==> config.mk <==
export PLATFORM = sky130hd
export DESIGN_NAME = pwc_capabilities_reg
export DESIGN_NICKNAME = d
export VERILOG_FILES = /design/src/pkg/pwc_pkg.sv /design/src/pkg/pwc_caps_if.sv /design/src/logic/pwc_capabilities_reg.sv /design/src/logic/pwc_eeprom_latch.sv
export VERILOG_INCLUDE_DIRS = /design/src /design/src/pkg
export SDC_FILE = /design/constraint.sdc
export NUM_CORES = 1
export LEC_CHECK = 0
export BUFFER_PORTS_ARGS = -buffer_cell sky130_fd_sc_hd__buf_4
export CAP_MARGIN = 20
export CORE_UTILIZATION = 48
export CTS_CLUSTER_SIZE = 14
export DETAILED_ROUTE_END_ITERATION = 8
export GPL_ROUTABILITY_DRIVEN = 1
export PLACE_DENSITY = 0.88
export SLEW_MARGIN = 40
export SYNTH_ARGS = -nofsm -noshare
export SYNTH_HDL_FRONTEND = slang
export SYNTH_HIERARCHICAL = 1
export SYNTH_SLANG_ARGS = --single-unit
==> constraint.sdc <==
create_clock -name clk -period 3.5 [get_ports clk]
set_input_delay 0.7 -clock clk [delete_from_list [all_inputs] [get_ports clk]]
set_output_delay 0.7 -clock clk [all_outputs]
set_load 0.02 [all_outputs]
==> src/pkg/pwc_cfg.svh <==
// constants for the power management capabilities register block
// Summary of operation
// RULE1 - every capabilities bit is taken from the value the EEPROM loader delivers, none is fixed.
// RULE2 - the same capabilities value is also readable at the test alias register index.
// RULE3 - bits 15 to 11 form a five-bit wake state support field, one bit per power state.
// RULE4 - a wake state support bit reads zero when the wake signal cannot be raised from that state.
// RULE5 - bit 11 is D0, bit 12 is D1, bit 13 is D2, bit 14 is D3hot and bit 15 is D3cold.
// RULE6 - bit 10 reads one when the deep doze state (D2) is supported and zero otherwise.
// RULE7 - bit 9 reads one when the light doze state (D1) is supported and zero otherwise.
// RULE8 - bits 2 to 0 give the interface version, where 001b means revision 1.0.
// RULE9 - the next capability pointer byte at offset 41h reads as a null pointer.
// RULE10 - host writes to the capabilities register are ignored.
`ifndef PWC_CFG_SVH
`define PWC_CFG_SVH

// ----------------------------------------------------------------------------
// configuration space layout
// ----------------------------------------------------------------------------
`define PWC_CAP_ID_OFFSET     8'h40
`define PWC_NEXT_PTR_OFFSET   8'h41
`define PWC_CAPS_OFFSET       8'h42
`define PWC_CAP_ID_VALUE      8'h01
`define PWC_NEXT_PTR_VALUE    8'h00
`define PWC_TEST_ALIAS_INDEX  7'h24

// ----------------------------------------------------------------------------
// field positions and values
// ----------------------------------------------------------------------------
`define PWC_WAKE_MSB          15
`define PWC_WAKE_LSB          11
`define PWC_WAKE_D0_BIT       11
`define PWC_WAKE_D1_BIT       12
`define PWC_WAKE_D2_BIT       13
`define PWC_WAKE_D3HOT_BIT    14
`define PWC_WAKE_D3COLD_BIT   15
`define PWC_DEEP_DOZE_BIT     10
`define PWC_LIGHT_DOZE_BIT    9
`define PWC_VERSION_MSB       2
`define PWC_VERSION_LSB       0
`define PWC_VERSION_REV10     3'h1
`define PWC_CAPS_RESET        16'h0000

`endif

==> src/pkg/pwc_pkg.sv <==
// types shared by the power management capabilities block
package pwc_pkg;

  // capabilities word, msb first
  typedef struct packed {
    logic [4:0] wakeStateSupport;   // d3cold, d3hot, d2, d1, d0  RULE3 RULE4 RULE5
    logic       deepDozeSupported;  // RULE6
    logic       lightDozeSupported; // RULE7
    logic [5:0] otherFields;
    logic [2:0] pmInterfaceVersion; // RULE8
  } pwc_caps_t;

  // configuration access state
  typedef enum logic [1:0] {
    PWC_IDLE,
    PWC_ANSWER
  } pwc_state_t;

endpackage
==> src/pkg/pwc_caps_if.sv <==
// carrier of the loaded capabilities value between latch and register block
`timescale 1ns/1ps
`default_nettype none
interface pwc_caps_if;
  pwc_pkg::pwc_caps_t value;
  logic               loaded;
  modport source (output value, output loaded);
  modport sink   (input value, input loaded);
endinterface
`default_nettype wire

==> src/logic/pwc_capabilities_reg.sv <==
// power management capabilities register with config and test alias views
`timescale 1ns/1ps
`default_nettype none
`include "pwc_cfg.svh"
module pwc_capabilities_reg (
  // clock and reset
  input  wire logic        clk,
  input  wire logic        reset,
  input  wire logic        ce,
  // eeprom loader
  input  wire logic        loadValid,
  input  wire logic [15:0] loadData,
  // host configuration access
  input  wire logic        cfgRead,
  input  wire logic        cfgWrite,
  input  wire logic [7:0]  cfgAddr,
  input  wire logic [3:0]  cfgByteEn,
  input  wire logic [31:0] cfgWData,
  output logic             cfgAck,
  output logic [31:0]      cfgRData,
  // test alias access
  input  wire logic        testRead,
  input  wire logic [6:0]  testIndex,
  output logic             testAck,
  output logic [15:0]      testRData,
  // status
  output logic             capsLoaded
);

  // ----------------------------------------------------------------------------
  // decode helpers
  // ----------------------------------------------------------------------------
  // true when a byte address falls in the dword holding id, pointer and caps
  function automatic logic isCapDword(input logic [7:0] addr);
    isCapDword = (addr[7:2] == 6'(`PWC_CAP_ID_OFFSET >> 2));
  endfunction

  // ----------------------------------------------------------------------------
  // loaded capabilities
  // ----------------------------------------------------------------------------
  pwc_caps_if capsBus ();

  pwc_eeprom_latch u_latch (
    .clk       (clk),
    .reset     (reset),
    .ce        (ce),
    .loadValid (loadValid),
    .loadData  (loadData),
    .caps      (capsBus.source)
  );

  // ----------------------------------------------------------------------------
  // read data selection
  // ----------------------------------------------------------------------------
  pwc_pkg::pwc_state_t state;
  pwc_pkg::pwc_state_t next_state;
  logic [15:0]         capsWord;
  logic                cfgHit;
  logic                cfgReq;
  logic [31:0]         capDword;
  logic [31:0]         laneMask;
  logic [31:0]         next_cfgRData;
  logic                testHit;
  logic [15:0]         next_testRData;

  // the same word feeds both views, so they cannot disagree
  assign capsWord = capsBus.value;                                    // RULE2
  assign cfgHit   = isCapDword(cfgAddr);
  assign cfgReq   = cfgRead || cfgWrite;
  // writes never touch capsWord; the host just gets its completion
  assign capDword = {capsWord, `PWC_NEXT_PTR_VALUE, `PWC_CAP_ID_VALUE}; // RULE3 RULE5 RULE9

  // only enabled byte lanes carry data, the rest read zero
  genvar lane;
  generate
    for (lane = 0; lane < 4; lane++) begin : g_lane
      assign laneMask[lane*8 +: 8] = {8{cfgByteEn[lane]}};
    end
  endgenerate

  // unmapped addresses and writes without a read answer with zero data
  assign next_cfgRData  = (cfgRead && cfgHit) ? (capDword & laneMask) : 32'h0000_0000;
  assign testHit        = (testIndex == `PWC_TEST_ALIAS_INDEX);
  assign next_testRData = testHit ? capsWord : 16'h0000;              // RULE2
  assign next_state     = cfgReq ? pwc_pkg::PWC_ANSWER : pwc_pkg::PWC_IDLE;

  // ----------------------------------------------------------------------------
  // configuration answer
  // ----------------------------------------------------------------------------
  // one-cycle ack per request; a held request simply answers every cycle
  always_ff @(posedge clk) begin
    if (reset) begin
      state    <= pwc_pkg::PWC_IDLE;
      cfgAck   <= 1'b0;
      cfgRData <= 32'h0000_0000;
    end else if (ce) begin
      state    <= next_state;
      cfgAck   <= cfgReq;                                             // RULE10
      cfgRData <= next_cfgRData;
    end
  end

  // ----------------------------------------------------------------------------
  // test alias answer
  // ----------------------------------------------------------------------------
  always_ff @(posedge clk) begin
    if (reset) begin
      testAck   <= 1'b0;
      testRData <= 16'h0000;
    end else if (ce) begin
      testAck   <= testRead;
      testRData <= testRead ? next_testRData : 16'h0000;
    end
  end

  // ----------------------------------------------------------------------------
  // status
  // ----------------------------------------------------------------------------
  always_ff @(posedge clk) begin
    if (reset) begin
      capsLoaded <= 1'b0;
    end else if (ce) begin
      capsLoaded <= capsBus.loaded;
    end
  end

  // ----------------------------------------------------------------------------
  // state tracking
  // ----------------------------------------------------------------------------
  // ack and state move together; the case keeps the pair honest
  logic stateMatchesAck;
  always_comb begin
    stateMatchesAck = 1'b0;
    case (state)
      pwc_pkg::PWC_IDLE:   stateMatchesAck = !cfgAck;
      pwc_pkg::PWC_ANSWER: stateMatchesAck = cfgAck;
      default:             stateMatchesAck = 1'b0;
    endcase
  end

  // ----------------------------------------------------------------------------
  // checks
  // ----------------------------------------------------------------------------
  caps_from_load_a: assert property (@(posedge clk) disable iff (reset)
    ce && loadValid ##1 ce && cfgRead && cfgHit && (&cfgByteEn[3:2])
    |=> cfgRData[31:16] == $past(loadData, 2)) // RULE1
    else $error("config view does not show eeprom word");

  alias_matches_cfg_a: assert property (@(posedge clk) disable iff (reset)
    ce && cfgRead && cfgHit && (&cfgByteEn) && testRead && testHit
    |=> cfgRData[31:16] == testRData) // RULE2
    else $error("test alias differs from config view");

  alias_read_value_a: assert property (@(posedge clk) disable iff (reset)
    ce && testRead && testHit |=> testAck && testRData == $past(capsWord)) // RULE2
    else $error("test alias read wrong");

  wake_field_a: assert property (@(posedge clk) disable iff (reset)
    ce && cfgRead && cfgHit && cfgByteEn[3]
    |=> cfgRData[31:27] == $past(capsBus.value.wakeStateSupport)) // RULE3
    else $error("wake support field misplaced");

  wake_zero_a: assert property (@(posedge clk) disable iff (reset)
    ce && cfgRead && cfgHit && cfgByteEn[3] && !capsWord[`PWC_WAKE_D3COLD_BIT]
    |=> !cfgRData[16 + `PWC_WAKE_D3COLD_BIT]) // RULE4
    else $error("unsupported wake state reads one");

  wake_d0_map_a: assert property (@(posedge clk) disable iff (reset)
    ce && cfgRead && cfgHit && cfgByteEn[3]
    |=> cfgRData[16 + `PWC_WAKE_D0_BIT] == $past(capsBus.value.wakeStateSupport[0])
        && cfgRData[16 + `PWC_WAKE_D3HOT_BIT]
           == $past(capsBus.value.wakeStateSupport[3])) // RULE5
    else $error("wake state bit mapping wrong");

  deep_doze_a: assert property (@(posedge clk) disable iff (reset)
    ce && cfgRead && cfgHit && cfgByteEn[3]
    |=> cfgRData[16 + `PWC_DEEP_DOZE_BIT] == $past(capsBus.value.deepDozeSupported)) // RULE6
    else $error("deep doze bit wrong");

  light_doze_a: assert property (@(posedge clk) disable iff (reset)
    ce && cfgRead && cfgHit && cfgByteEn[3]
    |=> cfgRData[16 + `PWC_LIGHT_DOZE_BIT]
        == $past(capsBus.value.lightDozeSupported)) // RULE7
    else $error("light doze bit wrong");

  version_field_a: assert property (@(posedge clk) disable iff (reset)
    ce && cfgRead && cfgHit && cfgByteEn[2]
    |=> cfgRData[16 + `PWC_VERSION_MSB : 16 + `PWC_VERSION_LSB]
        == $past(capsBus.value.pmInterfaceVersion)) // RULE8
    else $error("interface version field wrong");

  null_pointer_a: assert property (@(posedge clk) disable iff (reset)
    ce && cfgRead && cfgHit && cfgByteEn[1]
    |=> cfgAck && cfgRData[15:8] == `PWC_NEXT_PTR_VALUE
        && cfgRData[7:0] == ($past(cfgByteEn[0]) ? `PWC_CAP_ID_VALUE : 8'h00)) // RULE9
    else $error("capability list bytes wrong");

  write_ignored_a: assert property (@(posedge clk) disable iff (reset)
    ce && cfgWrite && cfgHit && !loadValid
    |=> cfgAck && $stable(capsWord)) // RULE10
    else $error("config write altered capabilities");

  state_ack_pair_a: assert property (@(posedge clk) disable iff (reset)
    stateMatchesAck)
    else $error("state and ack disagree");

endmodule
`default_nettype wire

==> src/logic/pwc_eeprom_latch.sv <==
// holds the capabilities word delivered by the eeprom loader
`timescale 1ns/1ps
`default_nettype none
`include "pwc_cfg.svh"
module pwc_eeprom_latch (
  // clock and reset
  input  wire logic        clk,
  input  wire logic        reset,
  input  wire logic        ce,
  // eeprom loader side
  input  wire logic        loadValid,
  input  wire logic [15:0] loadData,
  // capabilities out
  pwc_caps_if.source       caps
);

  // ----------------------------------------------------------------------------
  // storage
  // ----------------------------------------------------------------------------
  // every bit comes from the loader; nothing here is a fixed strap
  always_ff @(posedge clk) begin
    if (reset) begin
      caps.value  <= pwc_pkg::pwc_caps_t'(`PWC_CAPS_RESET);
      caps.loaded <= 1'b0;
    end else if (ce && loadValid) begin
      caps.value  <= pwc_pkg::pwc_caps_t'(loadData); // RULE1 RULE3 RULE4 RULE5 RULE6 RULE7 RULE8
      caps.loaded <= 1'b1;
    end
  end

  // ----------------------------------------------------------------------------
  // checks
  // ----------------------------------------------------------------------------
  load_copies_word_a: assert property (@(posedge clk) disable iff (reset)
    ce && loadValid |=> caps.value == $past(loadData) && caps.loaded) // RULE1
    else $error("loaded word not taken from eeprom data");

  holds_without_load_a: assert property (@(posedge clk) disable iff (reset)
    !(ce && loadValid) |=> $stable(caps.value)) // RULE1
    else $error("capabilities changed without a load");

endmodule
`default_nettype wire

== Yosys cells after proc, flatten, opt, wreduce, memory -nomap -nowiden ==
Cells that the tools add are included.
Operators by class
  multiplexer cells: 3
  bitwise operators: 1
  reduce and logical (&&, ||, !) cells: 3
  eq/ne operators: 2
Operators with widths (count)
  32-bit bitwise AND: 1
  16-bit 2-to-1 mux: 2
  32-bit 2-to-1 mux: 1
  7-bit by 6-bit equality test with 1-bit output, second input constant: 1
  6-bit by 5-bit equality test with 1-bit output, second input constant: 1
  1-bit logical AND: 2
  1-bit logical OR: 1
Word-level totals
  output and inout bits: 51
  bits of input ports: 74
  word-level logic and storage cells: 20
  flip-flop bits (word level): 68

== Longest topological paths before layout ==
Gate-level depths: netlist (run 1).
  word-level depth: 3
  depth in mapped cells: 5
  depth with buffers taken out: 3

== Modules after synthesis ==
The synthesis (run 1) kept the hierarchy.
By module, submodules not included
  pwc_capabilities_reg: times used 1, area an instance 1511.4 µm², cells an instance 166
  pwc_eeprom_latch: times used 1, area an instance 792.0 µm², cells an instance 77

== Worst setup path before layout (run 1) ==
OpenSTA, ideal clock, no wires.
  path type: input to register
  from: input port testIndex[1]
  to: register testRData[0]
  data arrival time: 1.573 ns
  slack: 1.835 ns
  stages: 4
  cell sequence: or4_1 buf_2 buf_6 o32ai_1
On the way
  longest elaborated chain between the ends: 3
Ends and longest elaborated chain
  from (decl): line pwc_capabilities_reg.sv:23  | input wire logic [6:0] testIndex,
  7-bit by 6-bit equality test with 1-bit output (no source line)
  16-bit 2-to-1 mux: line pwc_capabilities_reg.sv:84  | assign next_testRData = testHit ? capsWord : 16'h0000;
  16-bit 2-to-1 mux: line pwc_capabilities_reg.sv:112  | testRData <= testRead ? next_testRData : 16'h0000;
  to (signal assigned): line pwc_capabilities_reg.sv:112
  to (decl): line pwc_capabilities_reg.sv:25  | output logic [15:0] testRData,
No other way between the ends.
A chain may end at the register's enable or synchronous reset.

==> results of run 1 <==
power groups by stage:
stage | Clock, W | Combinational [W] | Sequential, W
detailed placement | 0 | 0.000119 | 0.000635
floorplan | 0 | 0.0000909 | 0.000635
finish | 0.000338 | 0.000120 | 0.000622
CTS | 0.000344 | 0.000120 | 0.000621
global placement | 0 | 0.000118 | 0.000634
global route | 0.000366 | 0.000131 | 0.000623
cell families (layout without fill, tap and decap cells):
group | after synthesis | after routing | synth area share [%]
AO/OA/AOI/OAI | 68 | 68 | 23.9
buffers and inverters | 46 | 95 | 12.6
flip-flops | 53 | 53 | 46.1
multiplexers | 1 | 1 | 0.435
other | 1 | 15 | 0.163
AND/OR/NAND/NOR | 74 | 74 | 16.8
cell usage after synthesis (2+ instances only):
cell	count	area (µm²)
clkbuf_1	3	11.3
nand2_1	21	78.8
a21bo_1	13	130
a21bo_2	3	30.0
a21oi_1	8	40.0
nor2b_1	8	50.1
nor2_1	6	22.5
dfxtp_1	53	1060
clkbuf_2	2	10.0
a32o_1	7	70.1
o32ai_1	9	78.8
inv_1	10	37.5
o21ai_0	10	50.1
buf_2	8	40.0
buf_4	15	113
buf_6	5	56.3
a22o_1	5	43.8
a21oi_2	10	87.6
and2_1	2	12.5
nand3_1	30	150
flip-flops by register name (all words and copies together) (netlist names):
| signal | flops |
|---|---|
| cfgRData | 17 |
| testRData | 16 |
| u_latch/caps.value | 16 |
| capsLoaded | 1 |
| cfgAck | 1 |
| testAck | 1 |
| u_latch/caps.loaded | 1 |
through the flow:
step           cells  setup WS (ns)  hold slack, ns  util (%)  cell area, µm²
2_1_floorplan    257           1.83           0.437         -            2360
3_3_place_gp     350           1.20           0.439      61.4            2750
3_5_place_dp     350           1.14           0.449      61.4            2750
4_1_cts          358           1.46           0.469      63.4            2840
5_1_grt          358           1.34           0.489      63.4            2840
6_report         358           1.46           0.466      63.4            2840
metal layers:
layer | global-route usage (%) | vias up
met4 | 4.67 | 0
met1 | 30.1 | 895
li1 | - | 945
met3 | 5.34 | 7
met5 | 0 | -
met2 | 33.4 | 76
how the worst min path moves through the flow:
| stage | cells past startpoint | to | slack, ns | startpoint |
|---|---|---|---|---|
| after floorplan | 2 | u_latch/caps.loaded | 0.44 | u_latch/caps.loaded |
| after global placement | 2 | testRData[5] | 0.44 | testRData[5] |
| after detailed placement | 2 | testRData[5] | 0.45 | testRData[5] |
| after CTS | 2 | testRData[5] | 0.47 | testRData[5] |
| after global routing | 2 | testRData[9] | 0.49 | testRData[9] |
| final | 2 | testRData[5] | 0.47 | testRData[5] |
area by class of cell:
type	count	share of cell area, %
multi-input combinational	158	35.6
sequential	53	37.4
tap	52	2.29
timing repair buffer	76	20.1
inverter	11	1.46
clock buffer	6	2.56
clock inverter	2	0.529
critical path, cell delays in order:
cell and delay (ns):
buf_4 0.43, nand2_1 0.14, or4_1 0.72, o32ai_1 0.26
==> flow_summary.ini, run 1 <==
[pwr]
clockPowerShare_pct = 31.3
power.internal_w = 0.000806
leakage_nw = 1.13
pwr-share-seq_pct = 57.6
combPwrFrac_pct = 11.1
p_switching_w = 0.000274
power.total_w = 0.00108
swShare_pct = 25.4
ir_drop_v = 0.000185
p_per_area_nw_per_um2 = 381

[worst_setup_path]
cp_max_fo = 55
r2r_start = u_latch/caps.value[4]
rrSetupSlack_ns = 2.63
critPathArrivalTime_ns = 2.25
worstPathRequired_ns = 3.70
timing.rr.end = testRData[4]
cp-startpoint = ce
worst_setup_path_end_kind = flip-flop
cp-start-kind = input pin
r2r_cells = 3
critPathKind = input pin to flip-flop
crit_end = testRData[0]

[floorplan]
ios = 125
rows = 24
dieArea_um2 = 5080
start_util_pct = 51.5
die_h_um = 71.3
floorplan.core_area_um2 = 4470
die_w_um = 71.3

[timing]
setup_viol = 0
tns_ns = 0
max_slew.worst_pin.slew_ns = 0.549
rsz0062_at_grt = false
final_hold_viol_count = 0
slew_violations = 0
slew_headroom_pct = 63.4
skew_ns = 0.00866
fmax_mhz = 489
finalCriticalPeriod_ns = 2.04
fin_crit_sh_pct = 58.4

[synthesis]
syn_inst = 243
ys_ff_latch = 53
synth_area_per_cell_um2 = 9.48
yosysWarnings = 6
syn-cell-area_um2 = 2300
yosys.cell_types.count = 35
synthArstFlopShare_pct = 0
seq_area_frac_synth_pct = 46.1
synth_edf_count = 0
synth_flop_cell = dfxtp_1

[drt]
wl_met3_um = 404
drtIter0Drc = 165
dr_wl_met2_um = 2300
viasPerCell = 5.37
drc = 8
via_count = 1923
ant_nets = 0
top_layer = met4
dr.pass1.iters = 6
drt_wl_total_um = 5100
wl_per_cell_um = 14.2
drt-met1-wl_um = 2360

[clock_network]
hold_buffers = 0
path_clk_slew_ns = 0.10
numCtsBuffers = 5
cts_num_sinks = 53
cts-resized-gates = 0
clock_latency_ns = 0.30
root_buffer = clkbuf_8
cts_tree = done
cts_max_level = 2
clock_path_buffers = 2
cts_setup_buffers = 0

[final_layout]
seqCellArea_um2 = 1060
mostFrequentLayoutCell = buf_4
drive_gt1_share_pct = 32.4
area_growth_pct = 23.1
multi_input_area_um2 = 1010
layout_common_cells = buf_4, dfxtp_1, nand3_1
nets = 379
diodes = 0
fillers = 390

[flow_run]
drv_cap = 0

[global_route]
grt_overflow = 0
antenna_found_initial = 0
grt_pass1_vias = 1762
grt_pass1_wl_um = 8540
grt_max_degree = 56
grt_use_total_pct = 21.4

[hold_path]
hold_class = flip-flop to flip-flop

[placed_design]
gp_congestion = 0.816
dp_hpwl_um = 3610
numPortBuffers = 74

[status]
violations = DRC
status = complete, but fails checks
No activity file was read; power rests on OpenSTA's default activity.
==> inputs of run 2 (changes only) <==
--- a/config.mk
+++ b/config.mk
@@ -8,11 +8,11 @@
 export LEC_CHECK = 0
 export BUFFER_PORTS_ARGS = -buffer_cell sky130_fd_sc_hd__buf_4
 export CAP_MARGIN = 20
-export CORE_UTILIZATION = 48
+export CORE_UTILIZATION = 40
 export CTS_CLUSTER_SIZE = 14
 export DETAILED_ROUTE_END_ITERATION = 8
 export GPL_ROUTABILITY_DRIVEN = 1
-export PLACE_DENSITY = 0.88
+export PLACE_DENSITY = 0.79
 export SLEW_MARGIN = 40
 export SYNTH_ARGS = -nofsm -noshare
 export SYNTH_HDL_FRONTEND = slang
==> constraint.sdc (replaced) <==
create_clock -name clk -period 1.8 [get_ports clk]
set_input_delay 0.36 -clock clk [delete_from_list [all_inputs] [get_ports clk]]
set_output_delay 0.36 -clock clk [all_outputs]
set_load 0.02 [all_outputs]
==> run 2 against run 1 <==
  * Final area increased by 2.0%
  * Critical path depth unchanged
  * Critical path type unchanged
  * Critical endpoint is now testRData[5]
  * First-iteration DRC count is 32% lower
  * The run now ends clean
  * Sequential cell count unchanged
  * Largest cell class unchanged
  * Power increased by 93%
==> flow_summary.ini, run 2 (synthesized netlist as in run 1, its figures left out) <==
[floorplan]
die_h_um = 77.9
rows = 27
dieArea_um2 = 6070
floorplan.core_area_um2 = 5540
start_util_pct = 41.6
die_w_um = 77.9
ios = 125

[clock_network]
numCtsBuffers = 5
hold_buffers = 0
cts_setup_buffers = 0
cts_tree = done
cts_max_level = 2
clock_path_buffers = 2
root_buffer = clkbuf_8
path_clk_slew_ns = 0.09
cts_num_sinks = 53
cts-resized-gates = 0
clock_latency_ns = 0.30

[drt]
drt_wl_total_um = 5150
wl_per_cell_um = 13.5
viasPerCell = 4.99
drtIter0Drc = 113
via_count = 1912
ant_nets = 0
dr.pass1.iters = 4
drc = 0

[global_route]
grt_overflow = 0
grt_pass1_vias = 1751
grt_use_total_pct = 17.6
grt_pass1_wl_um = 8430
antenna_found_initial = 0
grt_max_degree = 34

[hold_path]
hold_class = input pin to flip-flop

[worst_setup_path]
rrSetupSlack_ns = 0.95
cp-startpoint = ce
r2r_start = u_latch/caps.value[5]
cp_max_fo = 16
r2r_cells = 3
crit_end = testRData[5]
worstPathRequired_ns = 2.02
worst_setup_path_end_kind = flip-flop
cp-start-kind = input pin
timing.rr.end = testRData[5]
critPathArrivalTime_ns = 1.54
critPathKind = input pin to flip-flop

[timing]
slew_violations = 0
final_hold_viol_count = 0
skew_ns = 0.00320
tns_ns = 0
max_slew.worst_pin.slew_ns = 0.518
finalCriticalPeriod_ns = 1.32
fin_crit_sh_pct = 73.2
rsz0062_at_grt = false
slew_headroom_pct = 65.5
fmax_mhz = 759
setup_viol = 0

[pwr]
swShare_pct = 24.8
clockPowerShare_pct = 30.6
ir_drop_v = 0.000379
power.internal_w = 0.00157
p_switching_w = 0.000516
leakage_nw = 1.17
p_per_area_nw_per_um2 = 720
combPwrFrac_pct = 11.5
pwr-share-seq_pct = 57.9

[status]
status = completed

[flow_run]
drv_cap = 0

[final_layout]
fillers = 531
layout_common_cells = buf_4, dfxtp_1, nand3_1
nets = 384
top_register = cfgRData
drive_gt1_share_pct = 33.4
largestRegisters = cfgRData (17), testRData (16), u_latch/caps.value (16)
diodes = 0
area_growth_pct = 25.6
largest_reg_flops = 17
mostFrequentLayoutCell = buf_4
fin_cells = 383

[placed_design]
gp_congestion = 0.755
numPortBuffers = 74
dp_hpwl_um = 3780
place_inst = 375
## run 2: layout make-up
class	instances	area, µm²	area share [%]
inverter	11	41.3	1.43
clock buffer	6	72.6	2.51
timing repair buffer	81	608	21.0
tap	72	90.1	3.11
multi-input combinational	158	1010	34.9
sequential	53	1060	36.7
clock inverter	2	10.0	0.346
## run 2: per-stage QoR
step	power [W]	hold slack (ns)	worst slack, ns	util [%]	area, µm²
2_1_floorplan	0.00141	0.437	0.475	-	2360
3_3_place_gp	0.00147	0.435	0.203	50.7	2810
3_5_place_dp	0.00147	0.444	0.135	50.7	2810
4_1_cts	0.00210	0.303	0.454	52.2	2890
5_1_grt	0.00218	0.307	0.352	52.2	2890
6_report	0.00208	0.304	0.483	52.2	2890
## run 2: worst min path at each step
stage,from,end,slack [ns],cells past startpoint
after floorplan,u_latch/caps.loaded,u_latch/caps.loaded,0.44,2
after global placement,testRData[6],testRData[6],0.44,2
after global routing,loadData[0],u_latch/caps.value[0],0.31,3
final,loadData[15],u_latch/caps.value[15],0.30,3
after CTS,cfgByteEn[0],cfgRData[0],0.30,3
after detailed placement,testRData[6],testRData[6],0.44,2
## run 2: per-layer routing
layer | vias to the layer above | routed length [µm] | GRT usage, % | part of all wire (%)
met4 | 0 | 61 | 4.72 | 1.2
met5 | - | 0 | 0 | 0
met1 | 874 | 2230 | 23.6 | 43
met3 | 5 | 485 | 6.00 | 9.4
met2 | 72 | 2370 | 26.9 | 46
li1 | 961 | - | - | -
## run 2: critical path, cell delays in order
cell     delay [ns]
buf_4          0.15
nand2_1        0.08
or4_1          0.69
o21ai_0        0.27
## run 2: power by group through the flow
stage	Sequential, W	Clock (W)	Combinational (W)
after floorplan	0.00123	0	0.000177
after global placement	0.00123	0	0.000237
after detailed placement	0.00123	0	0.000240
after CTS	0.00121	0.000649	0.000241
after global routing	0.00121	0.000709	0.000261
final	0.00121	0.000638	0.000240
